--- config.mk ---
export PLATFORM = sky130hd
export DESIGN_NAME = dsp_operand_legality_decode
export DESIGN_NICKNAME = d
export VERILOG_FILES = /design/src/rtl/dsp_operand_legality_decode.v /design/src/rtl/mul_operand_check.v
export VERILOG_INCLUDE_DIRS = /design/src /design/src/rtl
export SDC_FILE = /design/constraint.sdc
export NUM_CORES = 1
export LEC_CHECK = 0
export BUFFER_PORTS_ARGS = -buffer_cell sky130_fd_sc_hd__buf_2
export CAP_MARGIN = 20
export CORE_MARGIN = 4
export CORE_UTILIZATION = 50
export CTS_CLUSTER_DIAMETER = 50
export DETAILED_ROUTE_END_ITERATION = 12
export PLACE_DENSITY_LB_ADDON = 0.12
export SLEW_MARGIN = 20
export SYNTH_ARGS = -nofsm -noshare
export SYNTH_HDL_FRONTEND = slang
export SYNTH_SLANG_ARGS = --single-unit
--- constraint.sdc ---
create_clock -name ref_clk -period 2 [get_ports ref_clk]
set_input_delay 0.1 -clock ref_clk [delete_from_list [all_inputs] [get_ports ref_clk]]
set_output_delay 0.1 -clock ref_clk [all_outputs]
set_load 0.01 [all_outputs]
--- src/rtl/dsp_decode_defines.vh ---
// Constants for the operand legality decoder of the 16-bit DSP core.
// Assumes a 16-bit instruction word; the field layout below is the core's own.
`ifndef DSP_DECODE_DEFINES_VH
`define DSP_DECODE_DEFINES_VH

// ----------------------------------------------------------------------------
// Opcode field and the opcodes this block checks
// ----------------------------------------------------------------------------
`define OP_MSB 15
`define OP_LSB 12
`define OP_LOAD 4'h1
`define OP_LOAD_HH 4'h2
`define OP_MUL_LOAD 4'h8
`define OP_MUL_ACC 4'h9
`define OP_MUL_SUB 4'ha

// ----------------------------------------------------------------------------
// General load layout: classes and one hardware-register index
// ----------------------------------------------------------------------------
`define LD_DCLS_MSB 11
`define LD_DCLS_LSB 9
`define LD_SCLS_MSB 8
`define LD_SCLS_LSB 6
`define LD_REG_MSB 5
`define LD_REG_LSB 2
// Hardware-register to hardware-register load layout.
`define HH_DST_MSB 7
`define HH_DST_LSB 4
`define HH_SRC_MSB 3
`define HH_SRC_LSB 0

// ----------------------------------------------------------------------------
// Operand classes
// ----------------------------------------------------------------------------
`define CLS_HWREGS 3'h0
`define CLS_DREGS 3'h1
`define CLS_PREGS 3'h2
`define CLS_REGIND 3'h3
`define CLS_MEMIND 3'h4
`define CLS_ACCIND 3'h5
`define CLS_LIMM 3'h6
`define CLS_DIRECT 3'h7

// ----------------------------------------------------------------------------
// Hardware-register codes; codes with the top bit set are offchip_reg_n
// ----------------------------------------------------------------------------
`define HW_ACC 4'h0
`define HW_X 4'h1
`define HW_Y 4'h2
`define HW_PROD 4'h3
`define HW_STATUS 4'h4
`define HW_PC 4'h5
`define HW_EXT_BIT 3

// ----------------------------------------------------------------------------
// Multiply layout (multiply_load_op, multiply_accumulate_op, multiply_subtract_op)
// ----------------------------------------------------------------------------
`define MUL_S1_KIND 11
`define MUL_S1_MSB 10
`define MUL_S1_LSB 7
`define MUL_S1_PTR_MSB 10
`define MUL_S1_PTR_LSB 9
`define MUL_S1_BANK 8
`define MUL_S2_PTR_MSB 6
`define MUL_S2_PTR_LSB 5
`define MUL_S2_BANK 4
`define MUL_S2_MOD_MSB 3
`define MUL_S2_MOD_LSB 2
`define MUL_SW_GIVEN 1
`define MUL_SW_ON 0
`define BANK_ONE 1'b1
`define BANK_ZERO 1'b0

// ----------------------------------------------------------------------------
// Illegal-operand cause codes
// ----------------------------------------------------------------------------
`define CAUSE_NONE 4'h0
`define CAUSE_DST_PROD 4'h1
`define CAUSE_EXT_SAME 4'h2
`define CAUSE_X_SAME 4'h3
`define CAUSE_SR_SAME 4'h4
`define CAUSE_ACCIND_ACC 4'h5
`define CAUSE_S1_BANK 4'h6
`define CAUSE_S2_BANK 4'h7
`define CAUSE_S1_X 4'h8
`define CAUSE_BAD_DEST 4'h9

`endif

--- src/rtl/dsp_operand_legality_decode.v ---
// Instruction decoder with operand legality checks for the DSP core.
// Assumes instruction words arrive from program memory on ref_clk with a
// one-cycle valid strobe; no back-pressure is offered or needed.
//
// Functional notes
// - A load whose hardware-register destination is the product register is illegal.
// - A hardware-register load naming the same offchip_reg_n as source and destination is illegal.
// - A hardware-register load with X as both ends, or status_register as both ends, is illegal.
// - A load from an accumulator-indirect source into the accumulator is illegal.
// - A pointer-indirect first multiply source must use a bank 1 pointer.
// - A pointer-indirect second multiply source must use a bank 0 pointer.
// - A hardware-register first multiply source must not be X.
// - With a register first source and no switch operand, the bank switch defaults OFF.
// - With two pointer-indirect sources and no switch operand, the bank switch defaults ON.
// - The optional third multiply operand sets the bank switch and reaches operand selection.
// - Operand selection allows a value to be multiplied by itself.
`timescale 1ns/1ps
`include "dsp_decode_defines.vh"

module dsp_operand_legality_decode (
  input wire ref_clk,
  input wire rst_n,
  input wire instr_valid,
  input wire [15:0] instr_word,
  output reg dec_valid_r,
  output reg exec_valid_r,
  output reg illegal_r,
  output reg [3:0] illegal_cause_r,
  output reg [3:0] dec_op_r,
  output reg [2:0] dest_cls_r,
  output reg [2:0] src_cls_r,
  output reg [3:0] dest_reg_r,
  output reg [3:0] src_reg_r,
  output reg [15:0] imm_r,
  output reg bank_sw_r,
  output reg src1_bank_r,
  output reg src2_bank_r,
  output reg [1:0] ptr1_r,
  output reg [1:0] ptr2_r,
  output reg [1:0] ptr2_mod_r
);

  // --------------------------------------------------------------------------
  // States of the word sequencer
  // --------------------------------------------------------------------------
  localparam ST_IDLE = 1'b0;
  localparam ST_IMM = 1'b1;

  // --------------------------------------------------------------------------
  // Helper functions
  // --------------------------------------------------------------------------
  // True when a hardware-register code names an off-chip register.
  function is_ext;
    input [3:0] code;
    begin
      is_ext = code[`HW_EXT_BIT];
    end
  endfunction

  // True for opcodes of the multiply family.
  function is_mul;
    input [3:0] op;
    begin
      is_mul = (op == `OP_MUL_LOAD) || (op == `OP_MUL_ACC) || (op == `OP_MUL_SUB);
    end
  endfunction

  // --------------------------------------------------------------------------
  // Field extraction
  // --------------------------------------------------------------------------
  wire [3:0] op = instr_word[`OP_MSB:`OP_LSB];
  wire [2:0] ld_dcls = instr_word[`LD_DCLS_MSB:`LD_DCLS_LSB];
  wire [2:0] ld_scls = instr_word[`LD_SCLS_MSB:`LD_SCLS_LSB];
  wire [3:0] ld_reg = instr_word[`LD_REG_MSB:`LD_REG_LSB];
  wire [3:0] hh_dst = instr_word[`HH_DST_MSB:`HH_DST_LSB];
  wire [3:0] hh_src = instr_word[`HH_SRC_MSB:`HH_SRC_LSB];

  wire mul_illegal;
  wire [3:0] mul_cause;
  wire mul_bank_sw;
  wire mul_src2_bank;

  reg state_r;
  reg state_nxt;
  reg ld_illegal;
  reg [3:0] ld_cause;

  // Holding registers for a two-word load while its immediate is awaited.
  reg hold_illegal_r;
  reg [3:0] hold_cause_r;
  reg [2:0] hold_dcls_r;
  reg [3:0] hold_dreg_r;

  // --------------------------------------------------------------------------
  // Multiply operand checker
  // --------------------------------------------------------------------------
  mul_operand_check u_mul_check (
    .word(instr_word),
    .illegal(mul_illegal),
    .cause(mul_cause),
    .bank_sw(mul_bank_sw),
    .src2_bank(mul_src2_bank)
  );

  // --------------------------------------------------------------------------
  // Load legality
  // --------------------------------------------------------------------------
  // One cause is reported, the first in this order, even when several apply.
  always @* begin
    ld_illegal = 1'b0;
    ld_cause = `CAUSE_NONE;
    if (op == `OP_LOAD_HH) begin
      if (hh_dst == `HW_PROD) begin
        ld_illegal = 1'b1;
        ld_cause = `CAUSE_DST_PROD;
      end else if (is_ext(hh_dst) && is_ext(hh_src) && hh_dst == hh_src) begin
        ld_illegal = 1'b1;
        ld_cause = `CAUSE_EXT_SAME;
      end else if (hh_dst == `HW_X && hh_src == `HW_X) begin
        ld_illegal = 1'b1;
        ld_cause = `CAUSE_X_SAME;
      end else if (hh_dst == `HW_STATUS && hh_src == `HW_STATUS) begin
        ld_illegal = 1'b1;
        ld_cause = `CAUSE_SR_SAME;
      end
    end else if (op == `OP_LOAD) begin
      if (ld_dcls == `CLS_HWREGS && ld_reg == `HW_PROD) begin
        ld_illegal = 1'b1;
        ld_cause = `CAUSE_DST_PROD;
      end else if (ld_scls == `CLS_ACCIND && ld_dcls == `CLS_HWREGS && ld_reg == `HW_ACC) begin
        ld_illegal = 1'b1;
        ld_cause = `CAUSE_ACCIND_ACC;
      end else if (ld_dcls == `CLS_MEMIND || ld_dcls == `CLS_ACCIND ||
                   ld_dcls == `CLS_LIMM) begin
        ld_illegal = 1'b1;
        ld_cause = `CAUSE_BAD_DEST;
      end
    end
  end

  // --------------------------------------------------------------------------
  // Word sequencer
  // --------------------------------------------------------------------------
  // A load with a long immediate takes two words; the second must not be
  // decoded as an instruction, so the sequencer waits for it in ST_IMM.
  always @* begin
    case (state_r)
      ST_IDLE: begin
        if (instr_valid && op == `OP_LOAD && ld_scls == `CLS_LIMM) begin
          state_nxt = ST_IMM;
        end else begin
          state_nxt = ST_IDLE;
        end
      end
      ST_IMM: begin
        state_nxt = instr_valid ? ST_IDLE : ST_IMM;
      end
      default: begin
        state_nxt = ST_IDLE;
      end
    endcase
  end

  // --------------------------------------------------------------------------
  // Decoded outputs
  // --------------------------------------------------------------------------
  // All outputs come from flip-flops one cycle after the last word is taken.
  always @(posedge ref_clk) begin
    if (!rst_n) begin
      state_r <= ST_IDLE;
      dec_valid_r <= 1'b0;
      exec_valid_r <= 1'b0;
      illegal_r <= 1'b0;
      illegal_cause_r <= `CAUSE_NONE;
      dec_op_r <= 4'h0;
      dest_cls_r <= `CLS_HWREGS;
      src_cls_r <= `CLS_HWREGS;
      dest_reg_r <= 4'h0;
      src_reg_r <= 4'h0;
      imm_r <= 16'h0000;
      bank_sw_r <= 1'b0;
      src1_bank_r <= `BANK_ONE;
      src2_bank_r <= `BANK_ZERO;
      ptr1_r <= 2'h0;
      ptr2_r <= 2'h0;
      ptr2_mod_r <= 2'h0;
      hold_illegal_r <= 1'b0;
      hold_cause_r <= `CAUSE_NONE;
      hold_dcls_r <= `CLS_HWREGS;
      hold_dreg_r <= 4'h0;
    end else begin
      state_r <= state_nxt;
      dec_valid_r <= 1'b0;
      exec_valid_r <= 1'b0;
      if (instr_valid && state_r == ST_IMM) begin
        // Second word of a long-immediate load completes the instruction.
        dec_valid_r <= 1'b1;
        exec_valid_r <= ~hold_illegal_r;
        illegal_r <= hold_illegal_r;
        illegal_cause_r <= hold_cause_r;
        dec_op_r <= `OP_LOAD;
        dest_cls_r <= hold_dcls_r;
        src_cls_r <= `CLS_LIMM;
        dest_reg_r <= hold_dreg_r;
        src_reg_r <= 4'h0;
        imm_r <= instr_word;
      end else if (instr_valid && state_nxt == ST_IMM) begin
        hold_illegal_r <= ld_illegal;
        hold_cause_r <= ld_cause;
        hold_dcls_r <= ld_dcls;
        hold_dreg_r <= ld_reg;
      end else if (instr_valid) begin
        dec_valid_r <= 1'b1;
        dec_op_r <= op;
        if (is_mul(op)) begin
          // A rejected multiply never reaches the datapath.
          illegal_r <= mul_illegal;
          illegal_cause_r <= mul_cause;
          exec_valid_r <= ~mul_illegal;
          dest_cls_r <= instr_word[`MUL_S1_KIND] ? `CLS_REGIND : `CLS_HWREGS;
          src_cls_r <= `CLS_REGIND;
          dest_reg_r <= instr_word[`MUL_S1_MSB:`MUL_S1_LSB];
          src_reg_r <= 4'h0;
          bank_sw_r <= mul_bank_sw;
          src1_bank_r <= `BANK_ONE;
          src2_bank_r <= mul_src2_bank;
          ptr1_r <= instr_word[`MUL_S1_PTR_MSB:`MUL_S1_PTR_LSB];
          ptr2_r <= instr_word[`MUL_S2_PTR_MSB:`MUL_S2_PTR_LSB];
          ptr2_mod_r <= instr_word[`MUL_S2_MOD_MSB:`MUL_S2_MOD_LSB];
        end else begin
          illegal_r <= ld_illegal;
          illegal_cause_r <= ld_cause;
          exec_valid_r <= ~ld_illegal;
          if (op == `OP_LOAD_HH) begin
            dest_cls_r <= `CLS_HWREGS;
            src_cls_r <= `CLS_HWREGS;
            dest_reg_r <= hh_dst;
            src_reg_r <= hh_src;
          end else begin
            // Other opcodes pass through with their raw fields.
            dest_cls_r <= ld_dcls;
            src_cls_r <= ld_scls;
            dest_reg_r <= ld_reg;
            src_reg_r <= 4'h0;
          end
        end
      end
    end
  end

endmodule

--- src/rtl/mul_operand_check.v ---
// Operand checker and bank selection for the three multiply instructions.
// Assumes the caller only uses the outputs when the opcode is a multiply.
`timescale 1ns/1ps
`include "dsp_decode_defines.vh"

module mul_operand_check (
  input wire [15:0] word,
  output reg illegal,
  output reg [3:0] cause,
  output reg bank_sw,
  output reg src2_bank
);

  // --------------------------------------------------------------------------
  // Legality and bank switch default
  // --------------------------------------------------------------------------
  // Checks run in a fixed order so that one cause is reported even when
  // several constraints are broken at once.
  always @* begin
    illegal = 1'b0;
    cause = `CAUSE_NONE;
    if (word[`MUL_S1_KIND] && word[`MUL_S1_BANK] != `BANK_ONE) begin
      illegal = 1'b1;
      cause = `CAUSE_S1_BANK;
    end else if (word[`MUL_S2_BANK] != `BANK_ZERO) begin
      illegal = 1'b1;
      cause = `CAUSE_S2_BANK;
    end else if (!word[`MUL_S1_KIND] && word[`MUL_S1_MSB:`MUL_S1_LSB] == `HW_X) begin
      illegal = 1'b1;
      cause = `CAUSE_S1_X;
    end
    // An explicit switch operand wins; otherwise the form picks the default.
    if (word[`MUL_SW_GIVEN]) begin
      bank_sw = word[`MUL_SW_ON];
    end else if (word[`MUL_S1_KIND]) begin
      bank_sw = 1'b1;
    end else begin
      bank_sw = 1'b0;
    end
    // With the switch OFF the second factor is fetched from bank 1, the same
    // bank as the first, so one stored value can be multiplied by itself.
    src2_bank = bank_sw ? `BANK_ZERO : `BANK_ONE;
  end

endmodule

==> results of run 1 <==
==> where the power goes <==
part / total (mW) / internal [mW] / switching [mW]
sequential: 1.29 / 1.27 / 0.0156
clock: 0.906 / 0.466 / 0.440
combinational: 0.293 / 0.117 / 0.177
==> layout make-up <==
| class | instances | area [um2] |
|---|---|---|
| tap | 72 | 90.1 |
| multi-input combinational | 240 | 1450 |
| timing repair buffer | 83 | 455 |
| fill | 529 | 2100 |
| sequential | 62 | 1240 |
| clock buffer | 12 | 145 |
| inverter | 5 | 18.8 |
| clock inverter | 2 | 10.0 |
==> metal layers <==
| layer | wire (um) | vias to the layer above |
|---|---|---|
| li1 | - | 1303 |
| met1 | 3230 | 1183 |
| met2 | 3480 | 101 |
| met3 | 551 | 18 |
| met4 | 247 | 0 |
| met5 | 0 | - |
==> path summary, 6_finish.rpt <==
check / slack [ns] / end
min: 0.06 / imm_r[12]$_SDFFE_PN0P_
max: 0.41 / src_reg_r[0]$_SDFFE_PP0P_
min reg2reg: 0.46 / dec_op_r[2]$_SDFFE_PP0P_
max reg2reg: 0.41 / src_reg_r[0]$_SDFFE_PP0P_
==> placed cells by master, fill, tap and decap left out, drive strengths merged, types with 3 or more instances in the layout <==
cell	instances
buf	83
dfxtp	62
nand2	56
a21oi	31
a21boi	24
o21ai	15
nor2b	14
o211ai	12
clkbuf	12
nor2	11
mux2i	9
nand3	9
and3	7
inv	5
nand2b	4
nor3	4
and2	4
nor4b	4
nand4	4
xor2	3
a31oi	3
o211a	3
==> flip-flops by register name, summed over array words and instances, names as in the netlist <==
signal / count
hold_dcls_r: 3
src_cls_r: 3
ptr2_mod_r: 2
hold_illegal_r: 1
dec_valid_r: 1
src_reg_r: 4
illegal_cause_r: 4
ptr1_r: 2
hold_cause_r: 4
exec_valid_r: 1
hold_dreg_r: 4
ptr2_r: 2
dec_op_r: 4
dest_cls_r: 3
src2_bank_r: 1
bank_sw_r: 1
illegal_r: 1
imm_r: 16
state_r: 1
dest_reg_r: 4
==> kinds of logic after synthesis <==
kind of cell / after synthesis
AND/OR/NAND/NOR: 123
XOR/XNOR: 3
multiplexers: 9
other: 1
flip-flops: 62
buffers and inverters: 36
adder cells (fa/ha/maj): 1
AO/OA/AOI/OAI: 103
==> metrics by stage <==
step | setup WS, ns | total power, mW | util (%) | cell area [um2] | std cells
finish | 0.407 | 2.48 | 61.9 | 3410 | 476
global route | 0.175 | 2.61 | 61.9 | 3410 | 476
CTS | 0.419 | 2.50 | 61.9 | 3410 | 476
detailed placement | 0.220 | 1.61 | 59.1 | 3250 | 462
global placement | 0.306 | 1.60 | 59.1 | 3250 | 462
floorplan | 0.488 | 1.49 | - | 2840 | 338
==> critical path: stages, from the launching register on <==
cell and delay (ns):
dfxtp_1 0.39, nor4bb_1 0.39, a21boi_1 0.15, buf_4 0.20, and3_1 0.17, a21oi_1 0.13, nor2_1 0.05
==> metrics.yaml, run 1 <==
max-slew-margin-rel_pct: 57.7
overflow: 0
wirelength_mm: 7.52
synth_mux_area_share_pct: 3.17
hold_buffers: 0
synthArstFlopShare_pct: 0
grt_antenna_before_repair: 0
fin_skew_ns: 0.00422
nets: 421
hp-class: "input pin to flop"
cts_setup_buffers: 0
clock_latency_ns: 0.33
post_cts_resized: 0
port_buffers: 67
grt-busiest-layer: "met2"
place_hpwl_mm: 5.45
grtUsageMet3_pct: 5.85
place.gp.congestion: 0.914
dr.pass1.iters: 4
finalMaxSlewViolations: 0
synth-simple-area-share_pct: 22.3
synth.area.top_cells: "dfxtp_1, nand2_1, a21boi_0, a21oi_1, mux2i_1"
cap_violations: 0
yosysTopAreaCellShare_pct: 43.7
synthTopCellsByCount: "dfxtp_1, nand2_1, a21oi_1"
cts_tree: "yes"
r2r_cells: 6
drt-initial-drc-count: 206
num_vias: 2605
synth_xor_area_share_pct: 0.926
syn2layout_area_growth_pct: 20.1
cts-root-buf: "clkbuf_8"
synth_compound_area_share_pct: 24.0
cts.sinks: 62
regToRegStartpoint: "state_r$_SDFF_PN0_"
leakage_nw: 1.52
post-route-period-util_pct: 79.6
dieArea_um2: 6940
clock.fmax_ghz: 0.628
cp.arrival_ns: 1.81
postSynthCellCount: 338
syn_avg_cell_area_um2: 8.40
required_ns: 2.22
powerDensity_nw_per_um2: 729
rows: 27
netlist_area_um2: 2840
die_y_um: 83.3
via_per_inst: 5.47
worst-slew-pin-transition_ns: 0.629
grtUsageTotal_pct: 23.1
ant_nets: 0
startpoint: "state_r$_SDFF_PN0_"
synth.most_common_cell: "dfxtp_1"
die_x_um: 83.3
grt_max_degree: 36
clockBufferDepth: 2
synth_top_family_by_area: "compound AO/OA/AOI/OAI gates"
synth_fa_ha_area_share_pct: 0.441
grtUsageMet2_pct: 36.4
crit_type: "flop to flop"
grt_first_pass_wirelength_mm: 12.8
peakVddDrop_mv: 0.515
initial_core_util_pct: 51.5
fin_setup_tns_ns: 0
route.detailed.drc: 0
grt_pass1_vias: 2638
rsz0062_at_grt: "no"
clk_pin_slew_ns: 0.06
cp-end-kind: "flop"
synth_edf_count: 0
hold_ws_ns: 0.0602
htreeDepth: 3
startpoint_type: "flop"
ys_types: 49
min_from: "instr_word[12]"
wl_per_cell_um: 15.8
synth_nets: 358
num_io_pins: 69
diodes: 0
drive_gt1_share_pct: 25.0
cts_buffers: 9
setup_viol: 0
period_minus_slack_ns: 1.59
synthFlopType: "dfxtp_1"
critPathMaxFanout: 14
synth-seq-cells: 62
hold_viol_final: 0
outcome: "completed"
synth.largest_area_cell: "dfxtp_1"
synth.yosys.warnings: 0
yosysSeqAreaShare_pct: 43.7
whs_path_depth: 3
coreArea_um2: 5510
grt_use_met1_pct: 28.4
Power figures use the tool's default switching activity.
==> run 2, diff against run 1 <==
--- a/config.mk
+++ b/config.mk
@@ -6,10 +6,11 @@
 export SDC_FILE = /design/constraint.sdc
 export NUM_CORES = 1
 export LEC_CHECK = 0
+export ABC_AREA = 1
 export BUFFER_PORTS_ARGS = -buffer_cell sky130_fd_sc_hd__buf_2
 export CAP_MARGIN = 20
 export CORE_MARGIN = 4
-export CORE_UTILIZATION = 50
+export CORE_UTILIZATION = 48
 export CTS_CLUSTER_DIAMETER = 50
 export DETAILED_ROUTE_END_ITERATION = 12
 export PLACE_DENSITY_LB_ADDON = 0.12
==> constraint.sdc (replaced) <==
create_clock -name ref_clk -period 1.3 [get_ports ref_clk]
set_input_delay 0.065 -clock ref_clk [delete_from_list [all_inputs] [get_ports ref_clk]]
set_output_delay 0.065 -clock ref_clk [all_outputs]
set_load 0.01 [all_outputs]
==> run 2 against run 1 <==
Non-clock buffer count up 31. Synthesized area down 2.0%. Clock-buffer cell count down 1. Worst setup slack worse by 0.36 ns. Sequential cell count unchanged. Power up 71%. Wire length up 19%. Utilization up 5.1 points. Cell count up 18%. Maximum frequency up 27%. Critical path type unchanged. Largest power group unchanged.
==> metrics.yaml, run 2 <==
cp.arrival_ns: 1.54
endpoint: "exec_valid_r$_SDFF_PN0_"
port_buffers: 67
yosysTopAreaCellShare_pct: 44.6
overflow: 0
yosysSeqAreaShare_pct: 44.6
rows: 27
nets: 508
dieArea_um2: 7070
r2r_setup_slack_ns: 0.05
final_common_cell: "buf_2"
crit_buf_inv: 2
path_depth: 9
path_cells: "nand2_2 -> inv_4 -> nor2_4 -> buf_4 -> nand3_1 -> o21ai_1 -> nor2_2 -> nand2_1 -> nor2_1"
die_x_um: 84.1
place.gp.congestion: 1.02
period_minus_slack_ns: 1.25
wl_per_cell_um: 15.9
post-route-period-util_pct: 96.4
synth_mux_area_share_pct: 0
grt_use_met1_pct: 33.5
clockBufferDepth: 2
synth-seq-cells: 62
hp-class: "input pin to flop"
required_ns: 1.59
drive_gt1_share_pct: 32.3
place_hpwl_mm: 6.40
leakage_nw: 1.80
route.detailed.drc: 0
grt_first_pass_wirelength_mm: 14.3
initial_core_util_pct: 49.9
wirelength_mm: 8.94
cp-end-kind: "flop"
ys_types: 27
die_y_um: 84.1
outcome: "completed"
multi_input_area_um2: 1290
regArea_um2: 1240
coreArea_um2: 5570
r2r_cells: 9
synth_compound_area_share_pct: 22.8
synthArstFlopShare_pct: 0
syn_avg_cell_area_um2: 7.30
dr.pass1.iters: 5
diodes: 0
synth_fa_ha_area_share_pct: 0.450
setup_viol: 0
grt-busiest-layer: "met2"
max_stage_delay_ns: 0.36
synth.largest_area_cell: "dfxtp_1"
critPathMaxFanout: 4
cap_violations: 0
min_from: "instr_word[0]"
powerDensity_nw_per_um2: 1140
num_io_pins: 69
synth.yosys.warnings: 0
clk_pin_slew_ns: 0.07
synth_top_family_by_area: "compound AO/OA/AOI/OAI gates"
synth_nets: 401
grtUsageMet2_pct: 39.4
regMostFlops: "imm_r"
startpoint: "state_r$_SDFF_PN0_"
whs_path_depth: 3
clock.fmax_ghz: 0.798
postSynthCellCount: 381
synth_xor_area_share_pct: 0
cts_tree: "yes"
grt_pass1_vias: 2963
synth-simple-area-share_pct: 21.9
regToRegStartpoint: "state_r$_SDFF_PN0_"
crit_type: "flop to flop"
startpoint_type: "flop"
netlist_area_um2: 2780
synth_edf_count: 0
hold_viol_final: 0
num_vias: 2970
synth.most_common_cell: "dfxtp_1"
grtUsageMet3_pct: 6.81
p_total_mw: 4.25
cpLargestDelayFamily: "simple AND/OR/NAND/NOR gates"
grtUsageTotal_pct: 25.5
syn2layout_area_growth_pct: 34.3
grt_antenna_before_repair: 0
ant_nets: 0
synth.area.top_cells: "dfxtp_1, a21oi_1, o21ai_0, nand2_1, nor2_1"
drt-initial-drc-count: 239
via_per_inst: 5.27
cts-root-buf: "clkbuf_8"
cp_slowest_cell: "dfxtp_2"
largest_register_ffs: 16
rsz0062_at_grt: "yes"
clock_latency_ns: 0.34
synthTopCellsByCount: "dfxtp_1, a21oi_1, nand2_1"
r2r_end: "exec_valid_r$_SDFF_PN0_"
fin_skew_ns: 0.00556
cts_buffers: 9
grt_max_degree: 48
layout_common_cells: "buf_2, dfxtp_1, a21oi_1, nand2_1, buf_4"
peakVddDrop_mv: 0.757
synthFlopType: "dfxtp_1"
cts.sinks: 62
finalMaxSlewViolations: 0
htreeDepth: 3
n_fill_cell: 516
fin_setup_tns_ns: 0
-- run 2: cell families after synthesis --
kind of cell,count (synthesis)
and+or+nand+nor,131
AOI/OAI and AO/OA,125
buffers and inverters,61
adders and majority gates,1
other,1
DFF,62
-- run 2: worst min-delay path by stage --
stage                                     end  slack (ns)
floorplan            dec_op_r[0]$_SDFFE_PN0P_        0.21
global placement    src_reg_r[0]$_SDFFE_PP0P_        0.39
detailed placement  src_reg_r[0]$_SDFFE_PP0P_        0.40
CTS                 src_reg_r[0]$_SDFFE_PP0P_        0.04
global route        src_reg_r[0]$_SDFFE_PP0P_        0.05
finish              src_reg_r[0]$_SDFFE_PP0P_        0.04
-- run 2: tightest hold or removal path: stages --
cell and delay (ns):
buf_2 0.13, nand3_1 0.08, a21oi_1 0.06
-- run 2: per-layer routing --
| metal | part of all wire, % | vias up | wire length [um] |
|---|---|---|---|
| met1 | 44 | 1356 | 3910 |
| met5 | 0 | - | 0 |
| met4 | 1.8 | 0 | 164 |
| met3 | 8.1 | 19 | 720 |
| met2 | 46 | 115 | 4150 |
| li1 | - | 1480 | - |
-- run 2: layout make-up --
class	instances	share of cell area, %
multi-input cells	258	34.5
flip-flops and latches	62	33.3
well taps	72	2.41
repair inverters	1	0.235
clock inverters	4	1.27
repair buffers	114	19.8
clock buffers	11	3.79
inverters	42	4.73
-- run 2: report_power, final --
part           switching, mW  total [mW]  internal, mW  leakage [nW]
Sequential            0.0273        1.99          1.96         0.506
Combinational          0.352       0.589         0.237          1.20
Clock                  0.750        1.67         0.921        0.0952
-- run 2: through the flow --
step	hold WS [ns]	utilization (%)	area, um2	setup slack, ns	std cells
after floorplan	0.206	-	2780	0.0795	381
after global placement	0.390	62.3	3470	-0.0687	547
after detailed placement	0.397	62.3	3470	-0.136	547
after CTS	0.0350	65.8	3670	0.00452	562
after global routing	0.0455	67.0	3730	-0.0453	564
final	0.0417	67.0	3730	0.0464	564
-- run 2: repair_timing --
action	CTS	global route
hold buffers	0	0
hold endpoints to repair	0	0
cloned	0	1
endpoints found under the setup margin	7	25
buffers inserted	0	1
gates resized for setup	3	18
pin swaps	0	7
==> run 3, diff against run 2 <==
--- a/config.mk
+++ b/config.mk
@@ -14,6 +14,7 @@
 export CTS_CLUSTER_DIAMETER = 50
 export DETAILED_ROUTE_END_ITERATION = 12
 export PLACE_DENSITY_LB_ADDON = 0.12
+export REMOVE_ABC_BUFFERS = 1
 export SLEW_MARGIN = 20
 export SYNTH_ARGS = -nofsm -noshare
 export SYNTH_HDL_FRONTEND = slang
==> run 3 against run 2 <==
Clock-buffer cell count stayed put. Sequential cell count unchanged. Wire length fell by 3.9%. Cell count rose by 0.35%. Worst setup slack worse by 0.016 ns. Sequential share of layout area fell by 0.62 points. Clock skew increased by 0.00084 ns. Design area grew 1.9%.
==> metrics.yaml, run 3 (synthesis gave the netlist of run 2 again) <==
outcome: "completed"
cts_buffers: 9
via_per_inst: 5.25
crit_type: "flop to flop"
die_x_um: 84.1
switching_power_mw: 1.12
fin_ws_ns: 0.0308
rows: 27
grt_pass1_vias: 2847
num_vias: 2970
wl_per_cell_um: 15.2
route.detailed.drc: 0
setup_viol: 0
required_ns: 1.58
min_from: "instr_word[0]"
layout_common_cells: "buf_2, dfxtp_1, a21oi_1, nand2_1, buf_4"
post-route-period-util_pct: 97.6
dr.pass1.iters: 5
grt_max_degree: 37
cts-root-buf: "clkbuf_8"
die_y_um: 84.1
p_sw_share_pct: 26.5
cp-end-kind: "flop"
largest_register_ffs: 16
peakVddDrop_mv: 0.996
clkPwrFrac_pct: 39.2
regArea_um2: 1240
cell_internal_pwr_mw: 3.12
overflow: 0
period_minus_slack_ns: 1.27
finalMaxSlewViolations: 0
r2r_end: "dest_reg_r[3]$_SDFFE_PN0P_"
grt-busiest-layer: "met2"
drive_gt1_share_pct: 35.6
port_buffers: 67
wirelength_mm: 8.59
place.gp.congestion: 0.977
clk_pin_slew_ns: 0.07
regToRegStartpoint: "state_r$_SDFF_PN0_"
drt-initial-drc-count: 189
clock_latency_ns: 0.34
powerDensity_nw_per_um2: 1120
grt_first_pass_wirelength_mm: 14.0
final_common_cell: "buf_2"
grtUsageMet2_pct: 39.4
hold_viol_final: 0
grt_antenna_before_repair: 0
place_hpwl_mm: 6.20
n_fill_cell: 510
rsz0062_at_grt: "yes"
finalInstanceArea_um2: 3800
dieArea_um2: 7070
cap_violations: 0
r2r_setup_slack_ns: 0.03
multi_input_area_um2: 1350
clockBufferDepth: 2
startpoint_type: "flop"
cts.sinks: 62
clock.fmax_ghz: 0.788
endpoint: "dest_reg_r[3]$_SDFFE_PN0P_"
placed_area_um2: 3410
diodes: 0
cp.arrival_ns: 1.55
grtUsageTotal_pct: 24.8
num_io_pins: 69
grt_use_met1_pct: 33.4
ant_nets: 0
leakage_nw: 1.83
coreArea_um2: 5570
syn2layout_area_growth_pct: 36.9
seqPwrFrac_pct: 46.9
initial_core_util_pct: 49.9
nets: 510
fin_skew_ns: 0.00641
dpl_worst_slack_ns: -0.0933
power_frac_comb_pct: 13.9
startpoint: "state_r$_SDFF_PN0_"
htreeDepth: 3
critPathMaxFanout: 4
regMostFlops: "imm_r"
hp-class: "input pin to flop"
r2r_cells: 8
cts_tree: "yes"
grtUsageMet3_pct: 5.43
## run 3: cell types whose count changed in the layout (fill, tap and decap cells not counted), moves of 3 or more
cell / change
buf_6: +6
o21ai_0: -3
a21oi_2: +5
o21ai_1: -4
a21oi_1: -5
o21ai_2: +7
## run 3: worst min path at each step
| stage | endpoint | slack [ns] | cells after the start |
|---|---|---|---|
| floorplan | hold_cause_r[1]$_SDFFE_PN0N_ | 0.19 | 2 |
| global placement | imm_r[14]$_SDFFE_PN0P_ | 0.32 | 3 |
| detailed placement | imm_r[14]$_SDFFE_PN0P_ | 0.34 | 3 |
| CTS | src_reg_r[0]$_SDFFE_PP0P_ | 0.04 | 3 |
| global route | src_reg_r[0]$_SDFFE_PP0P_ | 0.04 | 3 |
| finish | src_reg_r[0]$_SDFFE_PP0P_ | 0.04 | 3 |
## run 3: worst max-delay path, cell delays in order (launching register included)
cell and delay, ns:
dfxtp_2 0.33, nand2_2 0.08, inv_4 0.06, buf_12 0.12, nor2_4 0.13, inv_2 0.09, a21oi_1 0.14, o21ai_1 0.10
a21oi_1 0.15
## run 3: repair_timing
item | in CTS | in global routing
resized for setup | 8 | 39
setup buffers | 9 | 1
endpoints found under the setup margin | 13 | 28
hold buffers | 1 | 0
pin swaps | 5 | 10
endpoints found under the hold margin | 1 | 0
## run 3: cell type report
type                            count  share of cell area, %
Multi-Input combinational cell    258                   35.5
Sequential cell                    62                   32.7
Clock buffer                       11                   3.72
Inverter                           42                   4.47
Timing Repair Buffer              117                   20.0
Clock inverter                      4                   1.25
Tap cell                           72                   2.37
## run 3: power groups by stage
stage          registers, mW  clock network, mW  logic (mW)
5_1_grt                 2.00               1.78       0.644
2_1_floorplan           2.06                  0       0.217
3_5_place_dp            2.03                  0       0.533
4_1_cts                 1.99               1.69       0.553
6_report                1.99               1.67       0.589
3_3_place_gp            2.03                  0       0.532
## run 3: layer usage
layer  share of wire [%]  up-vias
li1                    -     1484
met1                  46     1370
met2                  46      105
met3                 6.2       11
met4                 1.3        0
met5                   0        -
## run 3: per-stage QoR
stage / cells / hold WS, ns / TNS, ns / power [mW] / utilization, %
2_1_floorplan: 362 / 0.194 / -0.600 / 2.27 / -
3_3_place_gp: 542 / 0.323 / -0.192 / 2.56 / 61.1
3_5_place_dp: 542 / 0.341 / -0.766 / 2.56 / 61.1
4_1_cts: 566 / 0.0388 / -0.00970 / 4.23 / 66.4
5_1_grt: 566 / 0.0445 / -0.460 / 4.42 / 68.3
6_report: 566 / 0.0410 / 0 / 4.24 / 68.3
